===== config.mk =====
export PLATFORM = sky130hd
export DESIGN_NAME = system_options_rti_control
export DESIGN_NICKNAME = d
export VERILOG_FILES = /design/src/verilog/sysctl_pkg.sv /design/src/verilog/system_options_rti_control.sv /design/src/verilog/wakeup_timer.sv /design/src/verilog/watchdog_timer.sv
export SDC_FILE = /design/constraint.sdc
export NUM_CORES = 1
export LEC_CHECK = 0
export BUFFER_PORTS_ARGS = -buffer_cell sky130_fd_sc_hd__clkbuf_2
export CAP_MARGIN = 25
export CORE_AREA = 4 4 110 112
export DETAILED_ROUTE_END_ITERATION = 10
export DIE_AREA = 0 0 114 116
export REMOVE_ABC_BUFFERS = 1
export SLEW_MARGIN = 10
export SYNTH_ARGS = -nofsm -noshare
export SYNTH_HDL_FRONTEND = slang
export SYNTH_SLANG_ARGS = --single-unit

===== constraint.sdc =====
create_clock -name ref_clk -period 8.3 [get_ports ref_clk]
set_input_delay 1.66 -clock ref_clk [delete_from_list [all_inputs] [get_ports ref_clk]]
set_output_delay 1.66 -clock ref_clk [all_outputs]
set_load 0.02 [all_outputs]

===== src/verilog/sysctl_pkg.sv =====
// Package for the system options, part identity and periodic wakeup control block.
// Assumes a single 20 MHz bus clock; shared by the top and its two timer modules.
package sysctl_pkg;

    // Register indexes on the register port
    localparam logic [2:0] ADDR_RESET_STATUS = 3'h0;
    localparam logic [2:0] ADDR_DEBUG_FORCE  = 3'h1;
    localparam logic [2:0] ADDR_SYS_OPTIONS  = 3'h2;
    localparam logic [2:0] ADDR_PART_ID_HIGH = 3'h3;
    localparam logic [2:0] ADDR_PART_ID_LOW  = 3'h4;
    localparam logic [2:0] ADDR_WAKEUP_CTRL  = 3'h5;

    // Debug force reset register
    localparam int         DBG_FORCE_BIT     = 0;
    localparam logic [7:0] DBG_FORCE_READ    = 8'h00;

    // System options register fields and reset value
    localparam int         OPT_WDOG_EN_BIT   = 7;
    localparam int         OPT_WDOG_LONG_BIT = 6;
    localparam int         OPT_STOP_BIT      = 5;
    localparam int         OPT_DBG_PIN_BIT   = 1;
    localparam logic [7:0] OPT_RESET         = 8'hc2;
    localparam logic [7:0] OPT_IMPL_MASK     = 8'he3;

    // Wakeup control register fields
    localparam int         WK_FLAG_BIT       = 7;
    localparam int         WK_ACK_BIT        = 6;
    localparam int         WK_CLKSEL_BIT     = 5;
    localparam int         WK_IRQ_EN_BIT     = 4;
    localparam int         WK_PERIOD_LSB     = 0;
    localparam logic [7:0] WK_CTRL_RESET     = 8'h00;

    // Part identification, upper nibble lands in the high register
    localparam logic [11:0] PART_ID_DEFAULT  = 12'ha5c; // Arbitrary value

    // Timing
    localparam int unsigned CLK_PERIOD_NS    = 50;
    localparam int unsigned WDOG_SHORT_LOG2  = 13;
    localparam int unsigned WDOG_LONG_LOG2   = 18;
    localparam int unsigned WDOG_SHORT_CYC   = 1 << WDOG_SHORT_LOG2;
    localparam int unsigned WDOG_LONG_CYC    = 1 << WDOG_LONG_LOG2;
    localparam int unsigned RTI_TICK_NS      = 1150000;
    localparam int unsigned RTI_TICK_CYC     = RTI_TICK_NS / CLK_PERIOD_NS;
    localparam int unsigned RTI_INT_BASE     = 8;
    localparam int          WDOG_CNT_W       = 18;
    localparam int          RTI_DIV_W        = 16;
    localparam int          RTI_CNT_W        = 16;

    typedef struct packed {
        logic       wr;
        logic       rd;
        logic [2:0] addr;
        logic [7:0] data;
    } reg_access_t;

    typedef struct packed {
        logic watchdog;
        logic illegal_opcode;
        logic debug_forced;
    } reset_cause_t;

    // Wakeup period in source ticks; zero means the timer is stopped
    function automatic logic [RTI_CNT_W-1:0] wakeup_ticks(input logic ext_sel,
                                                          input logic [2:0] code);
        logic [RTI_CNT_W-1:0] n;
        n = '0;
        if (!ext_sel) begin
            n = RTI_CNT_W'(RTI_INT_BASE << code);
        end else if (code == 3'h0) begin
            n = '0;
        end else if (code == 3'h1) begin
            n = 16'h0100;
        end else begin
            n = RTI_CNT_W'(32'h0000_0100 << code);
        end
        return n;
    endfunction

endpackage


===== src/verilog/system_options_rti_control.sv =====
// System integration control: debug force reset, write-once options, part identity
// and periodic wakeup control. Assumes the CPU and the debug host command decoder
// present one-cycle register strobes synchronous to ref_clk, and that the reset
// controller outside turns reset_req into a system reset on arst_n.
`timescale 1ns/100ps
`default_nettype none
module system_options_rti_control #(
    parameter logic [11:0] PART_ID          = sysctl_pkg::PART_ID_DEFAULT,
    parameter int unsigned WDOG_SHORT_CYCLES = sysctl_pkg::WDOG_SHORT_CYC,
    parameter int unsigned WDOG_LONG_CYCLES  = sysctl_pkg::WDOG_LONG_CYC,
    parameter int unsigned RTI_TICK_CYCLES   = sysctl_pkg::RTI_TICK_CYC
) (
    // Clock and reset
    input  wire logic                              ref_clk,
    input  wire logic                              arst_n,
    // CPU register port
    input  wire sysctl_pkg::reg_access_t           cpu_access,
    output logic [7:0]                             cpu_rdata,
    output logic                                   cpu_rvalid,
    // Debug host write port
    input  wire sysctl_pkg::reg_access_t           dbg_access,
    // Events from the core and the clock generator
    input  wire logic                              stop_exec,
    input  wire logic                              ext_clk_tick,
    // System requests
    output sysctl_pkg::reset_cause_t               reset_req,
    output logic                                   stop_enter,
    output logic                                   wakeup_irq,
    // Option outputs and wakeup flag
    output logic                                   watchdog_enable,
    output logic                                   watchdog_long_timeout,
    output logic                                   stop_permit,
    output logic                                   debug_pin_enable,
    output logic                                   wakeup_flag
);
    import sysctl_pkg::*;

    // Register state
    logic [7:0] system_options_reg;
    logic       options_locked_reg;
    logic       wakeup_clock_select_reg;
    logic       wakeup_irq_enable_reg;
    logic [2:0] wakeup_period_select_reg;
    logic       wakeup_flag_reg;

    // Decoded strobes
    logic cpu_wr;
    logic cpu_rd;
    logic dbg_wr;
    logic options_wr;
    logic wakeup_wr;
    logic wakeup_ack;
    logic status_wr;
    logic debug_force;
    logic wdog_timeout;
    logic rti_timeout;
    logic illegal_stop;
    logic [7:0] read_value;

    assign cpu_wr = cpu_access.wr;
    assign cpu_rd = cpu_access.rd;
    assign dbg_wr = dbg_access.wr;

    // Address decoding for writes
    always_comb begin
        options_wr  = 1'b0;
        wakeup_wr   = 1'b0;
        status_wr   = 1'b0;
        debug_force = 1'b0;
        if (cpu_wr && cpu_access.addr == ADDR_SYS_OPTIONS) begin
            options_wr = 1'b1;
        end else if (cpu_wr && cpu_access.addr == ADDR_WAKEUP_CTRL) begin
            wakeup_wr = 1'b1;
        end else if (cpu_wr && cpu_access.addr == ADDR_RESET_STATUS) begin
            status_wr = 1'b1;
        end else if (cpu_wr && cpu_access.addr == ADDR_DEBUG_FORCE) begin
            debug_force = 1'b0;
        end
        // Only the debug host path can reach the force bit
        if (dbg_wr && dbg_access.addr == ADDR_DEBUG_FORCE) begin
            debug_force = dbg_access.data[DBG_FORCE_BIT];
        end
    end

    assign wakeup_ack   = wakeup_wr && cpu_access.data[WK_ACK_BIT];
    assign illegal_stop = stop_exec && !system_options_reg[OPT_STOP_BIT];

    // Write-once options; the lock is set by any CPU write, even one that
    // repeats the reset values, so init code must always write it
    always_ff @(posedge ref_clk or negedge arst_n) begin
        if (!arst_n) begin
            system_options_reg <= OPT_RESET;
            options_locked_reg <= 1'b0;
        end else if (options_wr && !options_locked_reg) begin
            system_options_reg <= cpu_access.data & OPT_IMPL_MASK;
            options_locked_reg <= 1'b1;
        end
    end

    // Wakeup control fields
    always_ff @(posedge ref_clk or negedge arst_n) begin
        if (!arst_n) begin
            wakeup_clock_select_reg  <= WK_CTRL_RESET[WK_CLKSEL_BIT];
            wakeup_irq_enable_reg    <= WK_CTRL_RESET[WK_IRQ_EN_BIT];
            wakeup_period_select_reg <= WK_CTRL_RESET[WK_PERIOD_LSB +: 3];
        end else if (wakeup_wr) begin
            wakeup_clock_select_reg  <= cpu_access.data[WK_CLKSEL_BIT];
            wakeup_irq_enable_reg    <= cpu_access.data[WK_IRQ_EN_BIT];
            wakeup_period_select_reg <= cpu_access.data[WK_PERIOD_LSB +: 3];
        end
    end

    // Wakeup flag: a timeout in the same cycle as an acknowledge is kept
    always_ff @(posedge ref_clk or negedge arst_n) begin
        if (!arst_n) begin
            wakeup_flag_reg <= WK_CTRL_RESET[WK_FLAG_BIT];
        end else if (rti_timeout) begin
            wakeup_flag_reg <= 1'b1;
        end else if (wakeup_ack) begin
            wakeup_flag_reg <= 1'b0;
        end
    end

    watchdog_timer #(
        .SHORT_CYCLES (WDOG_SHORT_CYCLES),
        .LONG_CYCLES  (WDOG_LONG_CYCLES)
    ) u_watchdog (
        .ref_clk      (ref_clk),
        .arst_n       (arst_n),
        .enable       (system_options_reg[OPT_WDOG_EN_BIT]),
        .long_sel     (system_options_reg[OPT_WDOG_LONG_BIT]),
        .clear        (status_wr),
        .timeout      (wdog_timeout)
    );

    // Changing source or period restarts the count so a new period starts clean
    wakeup_timer #(
        .TICK_CYCLES  (RTI_TICK_CYCLES)
    ) u_wakeup (
        .ref_clk      (ref_clk),
        .arst_n       (arst_n),
        .ext_sel      (wakeup_clock_select_reg),
        .period_sel   (wakeup_period_select_reg),
        .restart      (wakeup_wr),
        .ext_tick     (ext_clk_tick),
        .timeout      (rti_timeout)
    );

    // Read data multiplexer
    always_comb begin
        read_value = 8'h00;
        if (cpu_access.addr == ADDR_DEBUG_FORCE) begin
            read_value = DBG_FORCE_READ;
        end else if (cpu_access.addr == ADDR_SYS_OPTIONS) begin
            read_value = system_options_reg & OPT_IMPL_MASK;
        end else if (cpu_access.addr == ADDR_PART_ID_HIGH) begin
            read_value = {4'h0, PART_ID[11:8]};
        end else if (cpu_access.addr == ADDR_PART_ID_LOW) begin
            read_value = PART_ID[7:0];
        end else if (cpu_access.addr == ADDR_WAKEUP_CTRL) begin
            read_value[WK_FLAG_BIT]           = wakeup_flag_reg;
            read_value[WK_CLKSEL_BIT]         = wakeup_clock_select_reg;
            read_value[WK_IRQ_EN_BIT]         = wakeup_irq_enable_reg;
            read_value[WK_PERIOD_LSB +: 3]    = wakeup_period_select_reg;
        end
    end

    // Read answer one cycle after the strobe; unmapped and status reads give zero
    always_ff @(posedge ref_clk or negedge arst_n) begin
        if (!arst_n) begin
            cpu_rdata  <= 8'h00;
            cpu_rvalid <= 1'b0;
        end else begin
            cpu_rvalid <= cpu_rd;
            if (cpu_rd) begin
                cpu_rdata <= read_value;
            end
        end
    end

    // Reset requests; each is a one-cycle pulse naming its cause
    always_ff @(posedge ref_clk or negedge arst_n) begin
        if (!arst_n) begin
            reset_req <= '0;
        end else begin
            reset_req.debug_forced   <= debug_force;
            reset_req.watchdog       <= wdog_timeout && !debug_force;
            reset_req.illegal_opcode <= illegal_stop && !debug_force;
        end
    end

    // Stop entry only when permitted
    always_ff @(posedge ref_clk or negedge arst_n) begin
        if (!arst_n) begin
            stop_enter <= 1'b0;
        end else begin
            stop_enter <= stop_exec && system_options_reg[OPT_STOP_BIT];
        end
    end

    // Interrupt request and option outputs
    always_ff @(posedge ref_clk or negedge arst_n) begin
        if (!arst_n) begin
            wakeup_irq            <= 1'b0;
            wakeup_flag           <= 1'b0;
            watchdog_enable       <= OPT_RESET[OPT_WDOG_EN_BIT];
            watchdog_long_timeout <= OPT_RESET[OPT_WDOG_LONG_BIT];
            stop_permit           <= OPT_RESET[OPT_STOP_BIT];
            debug_pin_enable      <= OPT_RESET[OPT_DBG_PIN_BIT];
        end else begin
            wakeup_irq            <= wakeup_flag_reg && wakeup_irq_enable_reg;
            wakeup_flag           <= wakeup_flag_reg;
            watchdog_enable       <= system_options_reg[OPT_WDOG_EN_BIT];
            watchdog_long_timeout <= system_options_reg[OPT_WDOG_LONG_BIT];
            stop_permit           <= system_options_reg[OPT_STOP_BIT];
            debug_pin_enable      <= system_options_reg[OPT_DBG_PIN_BIT];
        end
    end

endmodule
`default_nettype wire


===== src/verilog/wakeup_timer.sv =====
// Periodic wakeup timer with an internal tick divider or an external tick source.
// Assumes ext_tick is a one-cycle pulse synchronous to ref_clk.
`timescale 1ns/100ps
`default_nettype none
module wakeup_timer #(
    parameter int unsigned TICK_CYCLES = sysctl_pkg::RTI_TICK_CYC
) (
    // Clock and reset
    input  wire logic                              ref_clk,
    input  wire logic                              arst_n,
    // Control
    input  wire logic                              ext_sel,
    input  wire logic [2:0]                        period_sel,
    input  wire logic                              restart,
    input  wire logic                              ext_tick,
    // Result
    output logic                                   timeout
);
    import sysctl_pkg::*;

    logic [RTI_DIV_W-1:0] div_reg;
    logic                 int_tick;
    logic [RTI_CNT_W-1:0] count_reg;
    logic [RTI_CNT_W-1:0] target;
    logic                 tick;

    // The internal oscillator stands in as a divided bus clock
    always_ff @(posedge ref_clk or negedge arst_n) begin
        if (!arst_n) begin
            div_reg  <= '0;
            int_tick <= 1'b0;
        end else if (div_reg >= RTI_DIV_W'(TICK_CYCLES - 1)) begin
            div_reg  <= '0;
            int_tick <= 1'b1;
        end else begin
            div_reg  <= div_reg + 1'b1;
            int_tick <= 1'b0;
        end
    end

    assign target = wakeup_ticks(ext_sel, period_sel);
    assign tick   = ext_sel ? ext_tick : int_tick;

    always_ff @(posedge ref_clk or negedge arst_n) begin
        if (!arst_n) begin
            count_reg <= '0;
            timeout   <= 1'b0;
        end else begin
            timeout <= 1'b0;
            if (restart || target == '0) begin
                count_reg <= '0;
            end else if (tick) begin
                if (count_reg >= target - 1'b1) begin
                    count_reg <= '0;
                    timeout   <= 1'b1;
                end else begin
                    count_reg <= count_reg + 1'b1;
                end
            end
        end
    end

endmodule
`default_nettype wire


===== src/verilog/watchdog_timer.sv =====
// Watchdog counter: counts bus clocks from its last clear and pulses on timeout.
// Assumes clear and option inputs are synchronous to ref_clk.
`timescale 1ns/100ps
`default_nettype none
module watchdog_timer #(
    parameter int unsigned SHORT_CYCLES = sysctl_pkg::WDOG_SHORT_CYC,
    parameter int unsigned LONG_CYCLES  = sysctl_pkg::WDOG_LONG_CYC
) (
    // Clock and reset
    input  wire logic                              ref_clk,
    input  wire logic                              arst_n,
    // Control
    input  wire logic                              enable,
    input  wire logic                              long_sel,
    input  wire logic                              clear,
    // Result
    output logic                                   timeout
);
    import sysctl_pkg::*;

    logic [WDOG_CNT_W-1:0] count_reg;
    logic [WDOG_CNT_W-1:0] limit;

    assign limit = long_sel ? WDOG_CNT_W'(LONG_CYCLES - 1) : WDOG_CNT_W'(SHORT_CYCLES - 1);

    always_ff @(posedge ref_clk or negedge arst_n) begin
        if (!arst_n) begin
            count_reg <= '0;
            timeout   <= 1'b0;
        end else begin
            timeout <= 1'b0;
            if (clear || !enable) begin
                count_reg <= '0;
            end else if (count_reg >= limit) begin
                count_reg <= '0;
                timeout   <= 1'b1;
            end else begin
                count_reg <= count_reg + 1'b1;
            end
        end
    end

endmodule
`default_nettype wire

==> metrics.md, run 1 <==
| Metric | Value |
|---|---|
| Run status | complete, no violations |
| HPWL reported at the end of detailed placement | 6099 µm |
| Required time of the worst setup path | 8530 ps |
| Nets | 533 |
| Number of core rows | 39 |
| Drt wl/cell | 13.76 µm |
| Commonest cells after routing, fill and taps aside | sky130_fd_sc_hd__dfrtp_1, sky130_fd_sc_hd__nor2_1, sky130_fd_sc_hd__nand2_1 |
| Pleak | 2.343 nW |
| Number of clock sinks seen by CTS | 84 |
| Global-route wire length before repair | 15070 µm |
| Antenna violations before repair | 0 |
| Post-route DRC | 0 |
| Clock edge transition at the registers on the reported setup and hold paths | 60 ps |
| Area growth from synthesis to layout | 15.65% |
| Share of the cycle needed by the critical path after routing | 0.4642 |
| Clock Tree Buf Depth | 2 |
| Unrepaired setup endpoints after global routing | false |
| Setup slack at placement | 4434 ps |
| Grt total ovfl | 0 |
| Total track usage | 0.1407 |
| Clock tree from TritonCTS | built |
| Proportion of register bits with asynchronous set or reset after synthesis | 1.000 |
| Final antenna-violating net count | 0 |
| Multi-input logic area | 2185 µm² |
| Number of filler instances in the final layout | 1060 |
| Worst Clk Skew | 3.447 ps |
| Flops & latches, synth | 84 |
| Most common flop cell mapped by yosys | sky130_fd_sc_hd__dfrtp_1 |
| Met3 Routed Length | 284 µm |
| Count of yosys warnings during synthesis | 0 |
| Total setup buffers inserted after CTS | 0 |
| Slew at the pin closest to its max-slew limit | 835.8 ps |
| Total die area | 13220 µm² |
| Deepest level of the CTS H-tree | 3 |
| Worst Path Max Fanout | 21 |
| DR vias | 3227 |
| Final worst hold slack | 374.7 ps |
| Path type of the worst setup path | reg2reg |
| Worst Slack Setup Final | 4447 ps |
| Min cycle time layout | 3853 ps |
| X dimension of the die | 114 µm |
| Number of enable flip-flop cells after synthesis | 0 |
| Kind of path behind the tightest hold check | reg2reg |
| Highest routing layer actually used | met4 |
| Leading cell type in the layout, fill and taps excluded | sky130_fd_sc_hd__dfrtp_1 |
| Layout cells sized above 1 | 0.1852 |
| FMAX | 259.5 MHz |
| Die Y | 116 µm |
| Final Power | 1.167 mW |
| Starting utilization of the core area | 0.3925 |
| Met2 Wirelength | 4185 µm |
| First-iteration detailed-routing DRC count | 214 |
| Via/cell ratio | 5.130 |
| Vias in the first global route | 3217 |
| Global placement routability congestion | 0.8399 |
| Number of pins exceeding their max-slew limit in the final report | 0 |
| Number of distinct library cell variants in the gate-level netlist after synthesis | 50 |
| Cell count after synthesis | 442 |
| Port Buf Inserts | 39 |
| Number of hold buffers added after CTS | 0 |
| Category of the worst setup path launch point | register |
| Clk_lat worst skew | 330 ps |
| Worst rel slew slack | 0.4428 |
| Placeable Area | 11220 µm² |
| Worst EP arrival | 4080 ps |
| Max-cap check violation count | 0 |
| Sum Neg Setup Slack | 0 ps |
| Total area of sequential cells | 2110 µm² |
| Met1 Wirelength | 4070 µm |
| Library cell used as clock root buffer | sky130_fd_sc_hd__clkbuf_16 |
| Post-route core utilization | 0.4540 |
| IR Drop Worst-Case VDD | 0.1500 mV |
| Mean Syn Cell Area | 9.967 µm² |
| WL final | 8655 µm |
| Count of endpoints failing hold in the final timing report | 0 |
| Total clock buffers created by CTS | 9 |
| Antenna Diode Count | 0 |
| Largest net degree at the start of global routing | 68 |
| Synthesized cell area | 4405 µm² |
| Count of pins on the block boundary | 49 |
| First-pass detailed-route iteration total | 4 |
| Portion of the post-synthesis area used by sequential elements | 0.4788 |
| Areal power density over the cells | 229.1 nW/µm² |
| Largest register FFs | 18 |
| Crit. End Element | register |
| Count of instances resized after the clock tree is built | 0 |
| Finish-stage setup viols | 0 |
## Yosys cell counts, types with 6 or more instances
cell,instances,area [µm²]
sky130_fd_sc_hd__mux2_2,7,78.83
sky130_fd_sc_hd__clkbuf_1,10,37.54
sky130_fd_sc_hd__and3_1,9,56.30
sky130_fd_sc_hd__nand3_1,21,105.1
sky130_fd_sc_hd__ha_1,22,275.3
sky130_fd_sc_hd__nor2b_1,7,43.79
sky130_fd_sc_hd__dfrtp_1,78,1952
sky130_fd_sc_hd__inv_1,9,33.78
sky130_fd_sc_hd__and2_1,6,37.54
sky130_fd_sc_hd__o21ai_0,13,65.06
sky130_fd_sc_hd__dfstp_2,6,157.7
sky130_fd_sc_hd__xnor2_1,16,140.1
sky130_fd_sc_hd__nand2_1,44,165.2
sky130_fd_sc_hd__nand4_1,10,62.56
sky130_fd_sc_hd__nor2_4,7,78.83
sky130_fd_sc_hd__a21oi_1,18,90.09
sky130_fd_sc_hd__nor3_1,18,90.09
sky130_fd_sc_hd__nand2b_1,6,37.54
sky130_fd_sc_hd__nor2_1,55,206.5
sky130_fd_sc_hd__xor2_1,27,236.5
## kinds of logic (layout without fill, tap and decap cells)
logic type	count (synthesis)	after routing	synth area share
adder cells (fa/ha/maj)	22	22	0.06248
XOR/XNOR	43	43	0.08549
multiplexers	8	8	0.02017
AO/OA/AOI/OAI	59	59	0.09003
buffers and inverters	23	67	0.02528
other	1	1	0.0008512
flip-flops	84	84	0.4788
AND/OR/NAND/NOR	202	202	0.2369
## worst paths after layout
| path | slack (ps) | cells after the start | to | start |
|---|---|---|---|---|
| max in group asynchronous | 6010 | 2 | u_watchdog.count_reg[8] | arst_n |
| min in group asynchronous | 1190 | 1 | wakeup_flag | arst_n |
| worst max-delay path | 4450 | 13 | u_wakeup.count_reg[8] | wakeup_clock_select_reg |
| worst min register to register | 370 | 0 | watchdog_long_timeout | system_options_reg[6] |
| worst max register to register | 4450 | 13 | u_wakeup.count_reg[8] | wakeup_clock_select_reg |
| worst min-delay path | 370 | 0 | watchdog_long_timeout | system_options_reg[6] |
## routing by layer
layer | GRT usage | vias to the layer above
li1 | - | 1613
met1 | 0.1849 | 1561
met2 | 0.2276 | 42
met3 | 0.03812 | 11
met4 | 0.04434 | 0
met5 | 0 | -
## metrics by stage
| step | cell area, µm² | cells |
|---|---|---|
| after detailed placement | 4735 | 613 |
| after global placement | 4712 | 611 |
| after CTS | 5095 | 629 |
| after floorplan | 4328 | 428 |
| after global routing | 5095 | 629 |
| final | 5095 | 629 |
## worst max-delay path, stage by stage (launching register included)
cell and delay (ps):
sky130_fd_sc_hd__dfrtp_1 630, sky130_fd_sc_hd__nor2_1 330, sky130_fd_sc_hd__nand2_1 110, sky130_fd_sc_hd__ha_1 300, sky130_fd_sc_hd__nand2b_1 230, sky130_fd_sc_hd__nor3_1 170
sky130_fd_sc_hd__a21oi_1 60, sky130_fd_sc_hd__o21a_1 190, sky130_fd_sc_hd__ha_1 300, sky130_fd_sc_hd__a41o_1 190, sky130_fd_sc_hd__o311ai_1 450, sky130_fd_sc_hd__a21oi_1 320
sky130_fd_sc_hd__buf_4 260, sky130_fd_sc_hd__nor3_1 210
## area by class of cell
type,instances,share of cell area
Clock buffer,11,0.04961
Clock inverter,5,0.02112
Inverter,9,0.006631
Multi-Input combinational cell,335,0.4288
Sequential cell,84,0.4140
Tap cell,143,0.03512
Timing Repair Buffer,42,0.04470
## power by group
group / total, mW / switching, mW / internal (mW)
registers: 0.494 / 0.0436 / 0.450
logic: 0.202 / 0.122 / 0.0800
clock network: 0.472 / 0.161 / 0.311
Power figures use the tool's default switching activity.
==> run 2, diff against run 1 <==
- clock period: 8.3 -> 3.33 ns (I/O delays scaled with it)
==> run 2 against run 1 <==
Setup slack got worse by 4200 ps. Sequential share of layout area fell by 0.52 points. Sequential power rose by 140%. Utilization rose by 0.58 points. Largest power group unchanged. Non-clock buffer count rose by 8. Hold slack got worse by 190 ps. Combinational power rose to 2.8 times the previous value. Wire length fell by 0.82%. Clock skew rose by 3.7 ps. Global-route usage fell by 0.27 points. Clock power rose by 130%.
==> metrics.md, run 2 (synthesized netlist as in run 1, its figures left out) <==
| Metric | Value |
|---|---|
| Start point of the critical path | wakeup_period_select_reg[2] |
| Share of total power consumed by net switching | 0.2892 (+0.009996) |
| Reg2Reg Setup Slack | 290 ps (-4160 ps) |
| Multi-input logic area | 2192 µm² (+0.34%) |
| Clock edge transition at the registers on the reported setup and hold paths | 70 ps (about the same) |
| Post-Place Cells | 619 (+0.98%) |
| Max-cap check violation count | 0 (unchanged) |
| Run status | complete, no violations |
| Total area of sequential cells | 2110 µm² (unchanged) |
| Launch point of the worst reg-to-reg path | wakeup_period_select_reg[2] |
| Min cycle time layout | 3040 ps (-813.1 ps) |
| Via/cell ratio | 5.122 (-0.15%) |
| FMAX | 329.0 MHz (+27%) |
| Port Buf Inserts | 39 (unchanged) |
| Path type of the worst setup path | reg2reg |
| Total clock buffers created by CTS | 9 (unchanged) |
| Total die area | 13220 µm² (unchanged) |
| First-pass detailed-route iteration total | 4 (unchanged) |
| IR Drop Worst-Case VDD | 0.3345 mV (+120%) |
| X dimension of the die | 114 µm (unchanged) |
| Clock tree from TritonCTS | built |
| Leading cell type in the layout, fill and taps excluded | sky130_fd_sc_hd__dfrtp_1 |
| Post-route DRC | 0 (unchanged) |
| Drt wl/cell | 13.48 µm (-2.1%) |
| Final antenna-violating net count | 0 (unchanged) |
| Number of hold buffers added after CTS | 0 (unchanged) |
| Number of filler instances in the final layout | 1081 (+2.0%) |
| Switching component of the power | 0.8242 mW (+150%) |
| Worst EP arrival | 3290 ps (-790 ps) |
| Post-route core utilization | 0.4598 (+0.005797) |
| Number of pins exceeding their max-slew limit in the final report | 0 (unchanged) |
| Worst Slack Setup Final | 290.1 ps (-4157 ps) |
| Reg2reg path depth | 13 (unchanged) |
| Post-route non-filler standard cell count | 637 (+1.3%) |
| Setup slack at placement | 221.1 ps (-4212 ps) |
| Total setup buffers inserted after CTS | 0 (unchanged) |
| Category of the worst setup path launch point | register |
| HPWL reported at the end of detailed placement | 6120 µm (+0.34%) |
| Global placement routability congestion | 0.7729 (-8.0%) |
| Starting utilization of the core area | 0.3925 (unchanged) |
| Kind of path behind the tightest hold check | in2async |
| Die Y | 116 µm (unchanged) |
| Total track usage | 0.1381 (-0.002655) |
| Largest register FFs | 18 (unchanged) |
| Largest net degree at the start of global routing | 83 (+22%) |
| Clk_lat worst skew | 330 ps (about the same) |
| Required time of the worst setup path | 3580 ps (-4950 ps) |
| WL final | 8584 µm (-0.82%) |
| Crit. End Element | register |
| Last element of the critical path | u_wakeup.count_reg[6] |
| Power share of the clock group | 0.380 (-0.024) |
| Sequential group share of total power | 0.420 (-0.003) |
| Count of endpoints failing hold in the final timing report | 0 (unchanged) |
| Unrepaired setup endpoints after global routing | false |
| Number of core rows | 39 (unchanged) |
| Pleak | 2.379 nW (+1.5%) |
| Final Power | 2.850 mW (+140%) |
| Number of clock sinks seen by CTS | 84 (unchanged) |
| Sum Neg Setup Slack | 0 ps (unchanged) |
| Placeable Area | 11220 µm² (unchanged) |
| Count of pins on the block boundary | 49 (unchanged) |
| Areal power density over the cells | 552.3 nW/µm² (+140%) |
| Worst Clk Skew | 7.129 ps (+3.682 ps) |
| Area growth from synthesis to layout | 17.13% |
| Antenna violations before repair | 0 (unchanged) |
| Share of the cycle needed by the critical path after routing | 0.9129 (+0.4487) |
| Library cell used as clock root buffer | sky130_fd_sc_hd__clkbuf_16 |
| Worst Path Max Fanout | 15 (-29%) |
| Cell internal pwr | 2.025 mW (+140%) |
| DR vias | 3263 (+1.1%) |
| Deepest level of the CTS H-tree | 3 (unchanged) |
| Clock Tree Buf Depth | 2 (unchanged) |
| First-iteration detailed-routing DRC count | 85 (-60%) |
| Layout cells sized above 1 | 0.2024 (+0.01724) |
| Worst rel slew slack | 0.5619 (+0.1191) |
| Combinational group share of total power | 0.200 (+0.027) |
| Vias in the first global route | 3156 (-1.9%) |
| Critical register-to-register path endpoint | u_wakeup.count_reg[6] |
| Nets | 541 (+1.5%) |
| Commonest cells after routing, fill and taps aside | sky130_fd_sc_hd__dfrtp_1, sky130_fd_sc_hd__nor2_1, sky130_fd_sc_hd__nand2_1 |
| Finish-stage setup viols | 0 (unchanged) |
| Global-route wire length before repair | 14880 µm (-1.2%) |
| Grt total ovfl | 0 (unchanged) |
| Antenna Diode Count | 0 (unchanged) |
| Slew at the pin closest to its max-slew limit | 638.8 ps (-197.0 ps) |
-- run 2: changes by cell type in the layout (fill, tap and decap cells not counted), sizes merged --
cell      delta
clkinvlp     +1
buf          +8
bufinv       -1
inv          +1
clkbuf       -1
-- run 2: worst min-delay path by stage --
stage | start | endpoint | cells after the start
6_report | arst_n | u_wakeup.count_reg[1] | 1
5_1_grt | arst_n | u_wakeup.count_reg[1] | 1
4_1_cts | system_options_reg[6] | watchdog_long_timeout | 0
3_5_place_dp | system_options_reg[6] | watchdog_long_timeout | 0
3_3_place_gp | system_options_reg[6] | watchdog_long_timeout | 0
2_1_floorplan | system_options_reg[1] | debug_pin_enable | 0
-- run 2: worst max-delay path: stages, from the launching register on --
cell,delay (ps)
sky130_fd_sc_hd__dfrtp_1,410
sky130_fd_sc_hd__nor2_2,200
sky130_fd_sc_hd__nand2_1,100
sky130_fd_sc_hd__ha_1,300
sky130_fd_sc_hd__nand2b_1,210
sky130_fd_sc_hd__nor3_1,140
sky130_fd_sc_hd__a21oi_1,60
sky130_fd_sc_hd__o21a_1,180
sky130_fd_sc_hd__ha_1,300
sky130_fd_sc_hd__a41o_1,190
sky130_fd_sc_hd__o311ai_1,340
sky130_fd_sc_hd__a21oi_1,110
sky130_fd_sc_hd__buf_4,230
sky130_fd_sc_hd__nor3_1,190
-- run 2: power by group through the flow --
stage / clock [mW] / sequential, mW / combinational, mW
floorplan: 0 / 1.25 / 0.320
global placement: 0 / 1.21 / 0.531
detailed placement: 0 / 1.21 / 0.550
finish: 1.08 / 1.20 / 0.569
CTS: 1.11 / 1.20 / 0.549
global route: 1.16 / 1.21 / 0.646
-- run 2: layout make-up --
cell class	instances	area share
Tap cell	143	0.03468
Clock inverter	6	0.01673
Clock buffer	10	0.04631
Inverter	9	0.006547
Sequential cell	84	0.4088
Timing Repair Buffer	50	0.06208
Multi-Input combinational cell	335	0.4248
-- run 2: stage by stage --
| stage | hold WS (ps) | instance area (µm²) |
|---|---|---|
| 6_report | 183.2 | 5160 |
| 5_1_grt | 189.5 | 5160 |
| 4_1_cts | 373.7 | 5097 |
| 3_5_place_dp | 365.2 | 4772 |
| 3_3_place_gp | 360.2 | 4772 |
| 2_1_floorplan | 359.3 | 4328 |
-- run 2: what timing repair did --
| action | in CTS | in global routing |
|---|---|---|
| endpoints found under the hold margin | 0 | 0 |
| setup endpoints to repair | 0 | 6 |
| resized for setup | 0 | 2 |
-- run 2: metal layers --
layer	up-vias	wire, µm	global-route usage
li1	1639	-	-
met1	1585	4139	0.1819
met2	31	4153	0.2307
met3	8	210	0.03342
met4	0	80	0.03325
met5	-	0	0
